File: src/design/hre_pkg.sv
// Package for the HART response error report block
package hre_pkg;
  // Group error byte field positions
  localparam int unsigned GRP_MORE_BIT = 0;
  localparam int unsigned GRP_COMM_BIT = 1;
  localparam int unsigned GRP_PARM_BIT = 2;
  localparam int unsigned GRP_RSVD_BIT = 3;
  localparam int unsigned GRP_CODE_LSB = 4;
  // Bit of the second status byte that says more status is available
  localparam int unsigned ST2_MORE_BIT = 4;
  localparam int unsigned MAP_FLAG_BIT = 7;

  // Protocol error codes
  localparam logic [3:0] PE_UNSPEC   = 4'h0;
  localparam logic [3:0] PE_MODEM    = 4'h1;
  localparam logic [3:0] PE_CHANNEL  = 4'h2;
  localparam logic [3:0] PE_COMMAND  = 4'h3;
  localparam logic [3:0] PE_QUERY    = 4'h4;
  localparam logic [3:0] PE_REPLY    = 4'h5;
  localparam logic [3:0] PE_REJ      = 4'h6;
  localparam logic [3:0] PE_REJ_PROF = 4'h7;
  localparam logic [3:0] PE_REJ_VEND = 4'h8;
  localparam logic [3:0] PE_LAST     = 4'h8;

  localparam logic [7:0] QUERY_MAP_MASK = 8'h7a;
  localparam logic [7:0] REPLY_MAP_MASK = 8'h7f;
  localparam logic [7:0] CMD_VAL_MASK   = 8'h7f;
  localparam logic [7:0] REJ_MAX        = 8'h04;
  localparam logic [7:0] BYTE_ZERO      = 8'h00;
  localparam logic [7:0] MAP_FLAG       = 8'h80;

  // Receive fault bits as a bit map
  typedef struct packed {
    logic parity;
    logic overrun;
    logic framing;
    logic checksum;
    logic timeout;
    logic rx_overflow;
    logic gap_timeout;
  } hre_rxerr_t;

  // One relayed reply as seen by the block
  typedef struct packed {
    logic [7:0] cmd_num;
    logic [7:0] status1;
    logic [7:0] status2;
    logic       comm_fault;
    logic       field_modem_check;
    logic       proto_err;
    logic [3:0] proto_code;
    logic [7:0] proto_val;
    hre_rxerr_t rxerr;
  } hre_event_t;

  // Response record header produced
  typedef struct packed {
    logic [7:0] last_cmd;
    logic [7:0] group;
    logic [7:0] detail;
  } hre_resp_t;

  typedef enum logic [1:0] {
    HRE_IDLE  = 2'b01,
    HRE_VALID = 2'b10
  } hre_state_t;
endpackage

File: src/design/hre_report.sv
// Builds group error byte, detail byte and command echo of a response record
// Notes on behaviour
// - Event flags are one when present, else zero
// - Bit 0 mirrors status byte two bit 4
// - Bit 1 comm fault; status byte one passed when comm fault is set and there is no protocol error
// - Bit 2 set when field modem needs check
// - Bits 4 to 7 hold protocol error code
// - Codes 0 to 8 defined; 9-15 unused
// - Byte 2 carries detail per error code
// - Query fault: bit map, bit 7 set
// - Reply fault: bit map, bit 7 set
// - Rejected query: reason value 0 to 4
// - Profile or vendor rejection: byte 2 zero
// - Echo last command number in reply
`timescale 1ns/1ps
`default_nettype none
module hre_report
  import hre_pkg::*;
(
  input  wire logic       clock,
  input  wire logic       sys_rst,
  input  wire logic       evt_valid,
  input  wire hre_event_t evt,
  output logic            resp_valid,
  output hre_resp_t       resp
);

  // Shared by both bit maps; the mask keeps reserved positions clear
  function automatic logic [7:0] rx_map(input hre_rxerr_t e, input logic [7:0] mask);
    rx_map = (MAP_FLAG | {1'b0, e}) & (mask | MAP_FLAG);
  endfunction

  // State only tells whether a record has been captured since reset
  hre_state_t state_q;
  hre_state_t state_d;
  hre_resp_t  resp_q;
  hre_resp_t  resp_d;
  logic       resp_valid_q;
  logic       resp_valid_d;

  // Unused codes fall back to unspecified so the nibble never shows 9-15
  // unused codes fold
  wire logic [3:0] code_w = (evt.proto_code > PE_LAST) ? PE_UNSPEC : evt.proto_code;
  wire logic [3:0] code_eff = evt.proto_err ? code_w : PE_UNSPEC;
  // Out-of-range reasons are reported as unspecified
  wire logic [7:0] rej_w = (evt.proto_val > REJ_MAX) ? BYTE_ZERO : evt.proto_val;

  logic [7:0] detail_w;
  always_comb begin
    detail_w = BYTE_ZERO;
    if (evt.proto_err) begin
      unique case (code_w)
        PE_COMMAND:  detail_w = evt.proto_val & CMD_VAL_MASK;
        PE_QUERY:    detail_w = rx_map(evt.rxerr, QUERY_MAP_MASK);
        PE_REPLY:    detail_w = rx_map(evt.rxerr, REPLY_MAP_MASK);
        PE_REJ:      detail_w = rej_w;
        PE_REJ_PROF: detail_w = BYTE_ZERO;
        PE_REJ_VEND: detail_w = BYTE_ZERO;
        default:     detail_w = evt.proto_val;
      endcase
    end else if (evt.comm_fault) begin
      detail_w = evt.status1;
    end
  end

  logic [7:0] group_w;
  always_comb begin
    group_w = BYTE_ZERO;
    group_w[GRP_MORE_BIT] = evt.status2[ST2_MORE_BIT];
    group_w[GRP_COMM_BIT] = evt.comm_fault;
    group_w[GRP_PARM_BIT] = evt.field_modem_check;
    group_w[GRP_RSVD_BIT] = 1'b0;
    group_w[GRP_CODE_LSB +: 4] = code_eff;
  end

  always_comb begin
    resp_d = resp_q;
    state_d = state_q;
    resp_valid_d = resp_valid_q;
    if (evt_valid) begin
      resp_d = '{last_cmd: evt.cmd_num, group: group_w, detail: detail_w};
      state_d = HRE_VALID;
      resp_valid_d = 1'b1;
    end
  end

  always_ff @(posedge clock or posedge sys_rst) begin
    if (sys_rst) begin
      state_q      <= HRE_IDLE;
      resp_q       <= '0;
      resp_valid_q <= 1'b0;
    end else begin
      state_q      <= state_d;
      resp_q       <= resp_d;
      resp_valid_q <= resp_valid_d;
    end
  end

  // Valid stays up once set until reset: a record is replaced by the next one, only reset withdraws it
  assign resp_valid = resp_valid_q;
  assign resp = resp_q;
endmodule
`default_nettype wire

File: config.mk
export PLATFORM = sky130hd
export DESIGN_NAME = hre_report
export DESIGN_NICKNAME = d
export VERILOG_FILES = /design/src/design/hre_pkg.sv /design/src/design/hre_report.sv
export SDC_FILE = /design/constraint.sdc
export NUM_CORES = 1
export LEC_CHECK = 0
export BUFFER_PORTS_ARGS = -buffer_cell sky130_fd_sc_hd__buf_2
export CAP_MARGIN = 20
export CORE_AREA = 4 4 57 64
export DETAILED_ROUTE_END_ITERATION = 6
export DIE_AREA = 0 0 61 68
export HOLD_SLACK_MARGIN = 0.08
export MAX_ROUTING_LAYER = met4
export PLACE_DENSITY = 0.79
export SLEW_MARGIN = 5
export SYNTH_ARGS = -nofsm -noshare
export SYNTH_HDL_FRONTEND = slang
export SYNTH_SLANG_ARGS = --single-unit
export TNS_END_PERCENT = 1
File: constraint.sdc
create_clock -name clock -period 0.8 [get_ports clock]
set_input_delay 0.04 -clock clock [delete_from_list [all_inputs] [get_ports clock]]
set_output_delay 0.04 -clock clock [all_outputs]
set_load 0.02 [all_outputs]
## Word level (Yosys, flattened, before mapping)

Index checks and enable logic that the tools add are counted.
Widths: inputs -> output; s select.

| word-level totals | value |
|---|---|
| flip-flop bits (word level) | 24 |
| latch bits | 0 |
| RAM bits | 0 |
| memory bits (read-only) | 0 |
| input port bits | 49 |
| output and inout bits | 25 |
| word-level logic and storage cells | 19 |
| memories | 0 |

| operators by class | value |
|---|---|
| add/subtract/negate cells | 0 |
| multiply operators | 0 |
| divide/modulo/power cells | 0 |
| magnitude comparators | 2 |
| equal/unequal tests | 6 |
| shifts and indexed selects | 0 |
| multiplexer cells | 6 |
| bitwise operators | 0 |
| reductions and logical operators | 1 |

Operators with widths:

| cell | number |
|---|---|
| $pmux 8 s5 | 1 |
| $mux 8 | 3 |
| $eq 4x3->1 const B | 4 |
| $gt 8x3->1 const B | 1 |
| $mux 4 | 2 |
| $eq 4x2->1 const B | 1 |
| $eq 4x4->1 const B | 1 |
| $gt 4x4->1 const B | 1 |
| $reduce_or 2->1 | 1 |

## Logic depth before layout (Yosys ltp)

| depth | value |
|---|---|
| depth after elaboration | 6 |
| depth in mapped cells | 6 |
| mapped depth without buffers | 4 |

## Least setup slack after synthesis

Ideal clock, no wire load.

| timing | value |
|---|---|
| path type | input port to flip-flop |
| start point | input port evt[14] (netlist name) |
| end point | register resp_q (netlist bit resp[0]) |
| library setup time | 0.087 ns |
| arrival time | 1.081 ns |
| data required time | 0.713 ns |
| setup slack | -0.368 ns |
| stages on the path | 4 |
| buffers on the path | 0 |
| path through | or4b_2 nor3_1 nand4_1 o211ai_1 |

| on the way | value |
|---|---|
| word-level cells in the longest chain between the ends | 4 |

Ends and longest elaborated chain:

| what | RTL line | source |
|---|---|---|
| start: declaration | hre_report.sv:23 | `input wire hre_event_t evt,` |
| $gt 8x3->1 | hre_report.sv:46 | `wire logic [7:0] rej_w = (evt.proto_val > REJ_MAX) ? BYTE_ZERO : evt.proto_val;` |
| $mux 8 | hre_report.sv:46 |  |
| $pmux 8 s5 | hre_report.sv:52 | `unique case (code_w)` |
| $mux 8 | hre_report.sv:51 | `if (evt.proto_err) begin` |
| end signal: assignment | hre_report.sv:94 | `resp_q <= resp_d;` |
| end: declaration | hre_report.sv:36 | `hre_resp_t resp_q;` |

Every way passes these cells.
A chain may end at the register's enable or synchronous reset.

## Worst setup path after layout

| timing | value |
|---|---|
| start point | register resp_q (netlist bit resp[7]) |
| end point | output port resp[7] (netlist name) |

RTL lines:

| what | RTL line | source |
|---|---|---|
| end: declaration | hre_report.sv:25 | `output hre_resp_t resp` |

No word-level cell between the ends.

==> impl_metrics.yaml <==
setup_path:
  worstSetupPathType: "reg2out"
  r2r_cells: 2
  max_stage_delay_ns: 0.41
  r2r_slack_ns: -0.10
  cp-startpoint: "resp[7]"
  critPathArrivalTime_ns: 0.89
  critPathTopFamily: "flip-flops"
  crit_end: "resp[7]"
  worst-path-max-fanout: 2
  crit_buf_inv: 1
  r2r_end: "resp[17]"
  critPathCaptureType: "output pin"
  crit-reg2reg-launch: "resp[17]"
  crit_chain: "buf_2"
  cp-start-kind: "flip-flop"
  required_ns: 0.76
  slowest_stage: "dfrtp_1"
  cp.depth: 1
timing:
  tns_ns: -2.96
  setup_viol: 30
  slew_viol_final: 0
  hold_viol_final: 0
  hold_slack_ns: 0.0652
  fin_crit_ns: 0.925
  clock_skew_ns: 0
  worst_slack_ns: -0.125
  tightest_slew_ns: 0.579
  max_slew_margin_pct: 61.3
  timing.final.crit_share_pct: 116
  fmax_mhz: 1080
  rsz0062_at_grt: "yes"
synth:
  ys_ff_latch: 24
  synthCells: 123
  syn-num-nets: 172
  synth_top_area_share_pct: 48.5
  avgSynthCellArea_um2: 10.1
  seq_area_frac_synth_pct: 48.5
  syn_area_mm2: 0.00124
  synthArstFlopShare_pct: 100
  synth_most_common_cell: "dfrtp_1"
  synth_ff_type: "dfrtp_1"
  yosysUniqueCellTypes: 37
  synth_common_cells: "dfrtp_1 (24), a21oi_1 (19), mux2_2 (11)"
  synth_largest_area_cell: "dfrtp_1"
  synth_edf_count: 0
  yosys_warnings: 0
  synthTopCellsByArea: "dfrtp_1 (48%), mux2_2 (10%), a21oi_1 (7.7%), o21a_1 (2.4%), o31ai_1 (2.4%)"
floorplanning:
  die_y_um: 68
  fp.dieArea_mm2: 0.00415
  fp.dieW_um: 61
  rows: 21
  core-area_mm2: 0.00300
  ios: 74
  initial_utilization_pct: 41.4
routing:
  drtAntennaViolNets: 0
  wl_per_cell_um: 15.1
  dr_total_vias: 1382
  first_pass_iters: 4
  wirelength_mm: 3.97
  vias_per_cell: 5.27
  drtIter0Drc: 50
  drcViolationCount: 0
clock_tree:
  cts.path.max_buffers: 2
  cts_max_level: 1
  cts_buffers: 3
  clock-sinks: 24
  cts_hold_buf: 14
  clkTransAtPathRegs_ns: 0.13
  cts-root-buf: "clkbuf_4"
  cts_tree: "built"
  clk_latency_ns: 0.31
outcome:
  status: "finished with violations"
  violations: "negative setup slack"
power:
  powerDensity_mw_per_mm2: 1450
  vdd_drop_max_uv: 1180
  leakage_nw: 0.993
placement:
  dp_slack_ns: -0.456
  place_hpwl_mm: 2.91
  post_dp_cell_area_mm2: 0.00178
  placed_cells: 241
  gp_congestion: 0.907
  io_buffers: 65
global_routing:
  grt_pass1_wl_mm: 6.35
  grt.overflow.total: 0
  antenna_found_initial: 0
  grt_max_degree: 25
  grtUsageTotal_pct: 21.0
  grt_pass1_vias: 1413
finish:
  fin_cells: 262
  drive_above_1_share_pct: 52.2
  finalNetCount: 278
  stdcell_area_mm2: 0.00202
  area_growth_pct: 63.2
  diodes: 0
flow_run:
  maxCapViolCount: 0
worst_hold_path:
  hold_path.class: "in2reg"
==> cells in the final DEF (no fill, tap or decap), types with 2 or more instances in the layout <==
master,count
buf_2,62
buf_4,30
dfrtp_1,24
a21oi_1,17
dlygate4sd3_1,14
mux2_2,10
inv_1,6
nor2_1,6
o21ai_0,5
nand2_1,4
o21a_1,4
nand3_1,3
o2bb2ai_1,3
o31ai_1,3
clkbuf_4,3
buf_6,3
nor2b_1,2
nand4_1,2
and3_1,2
a31oi_1,2
a21oi_2,2
==> worst register-to-register path, stage by stage (launching register included) <==
cell and delay (ns):
dfrtp_1 0.41, buf_4 0.13, mux2_4 0.26
==> state kept, by name, indices dropped and copies added, names as in the netlist <==
| register | count |
|---|---|
| resp | 23 |
| resp_valid | 1 |
==> what timing repair did <==
| item | CTS | global route |
|---|---|---|
| buffers inserted | 3 | 0 |
| gates resized for setup | 5 | 6 |
| setup endpoints to repair | 31 | 33 |
| pin swaps | 0 | 3 |
| endpoints found under the hold margin | 40 | 3 |
==> report_power, final <==
part	internal (W)	leakage (nW)	switching (W)
Clock	0.000278	0.0210	0.000357
Sequential	0.00132	0.288	0.0000582
Combinational	0.000451	0.684	0.000468
Total	0.00205	0.993	0.000884
==> metal layers <==
layer  up-vias  GRT usage [%]  share of wire [%]
met3         4           3.96                7.0
met2        58           34.1                 51
met4         0           6.50                1.1
met5         -              -                  0
met1       654           26.3                 41
li1        666              -                  -
==> cell type report <==
class	instances	area [µm²]
flip-flops and latches	24	601
fillers	240	973
inverters	6	22.5
multi-input cells	85	611
repair buffers	109	709
clock buffers	4	36.3
well taps	34	42.5
==> cell families after synthesis <==
family	after synthesis	share of synthesized area, %
buf+inv	14	4.65
compound gates	44	22.3
simple gates	29	14.2
flops	24	48.5
mux	11	10.0
other cells	1	0.303
==> worst min-delay path by stage <==
stage            start       to  slack, ns  depth (start not counted)
2_1_floorplan  sys_rst  resp[0]       0.05                          1
6_report       evt[31]  resp[1]       0.07                          4
5_1_grt        evt[21]  resp[9]       0.05                          3
4_1_cts        evt[21]  resp[9]       0.06                          3
3_5_place_dp   sys_rst  resp[3]       0.10                          3
3_3_place_gp   sys_rst  resp[3]        0.1                          3
==> per-stage QoR <==
stage / power (W) / utilization [%]
finish: 0.00294 / 67.5
global route: 0.00310 / 67.5
CTS: 0.00293 / 66.8
detailed placement: 0.00221 / 59.5
global placement: 0.00219 / 59.5
floorplan: 0.00181 / -
Power figures use the tool's default switching activity.
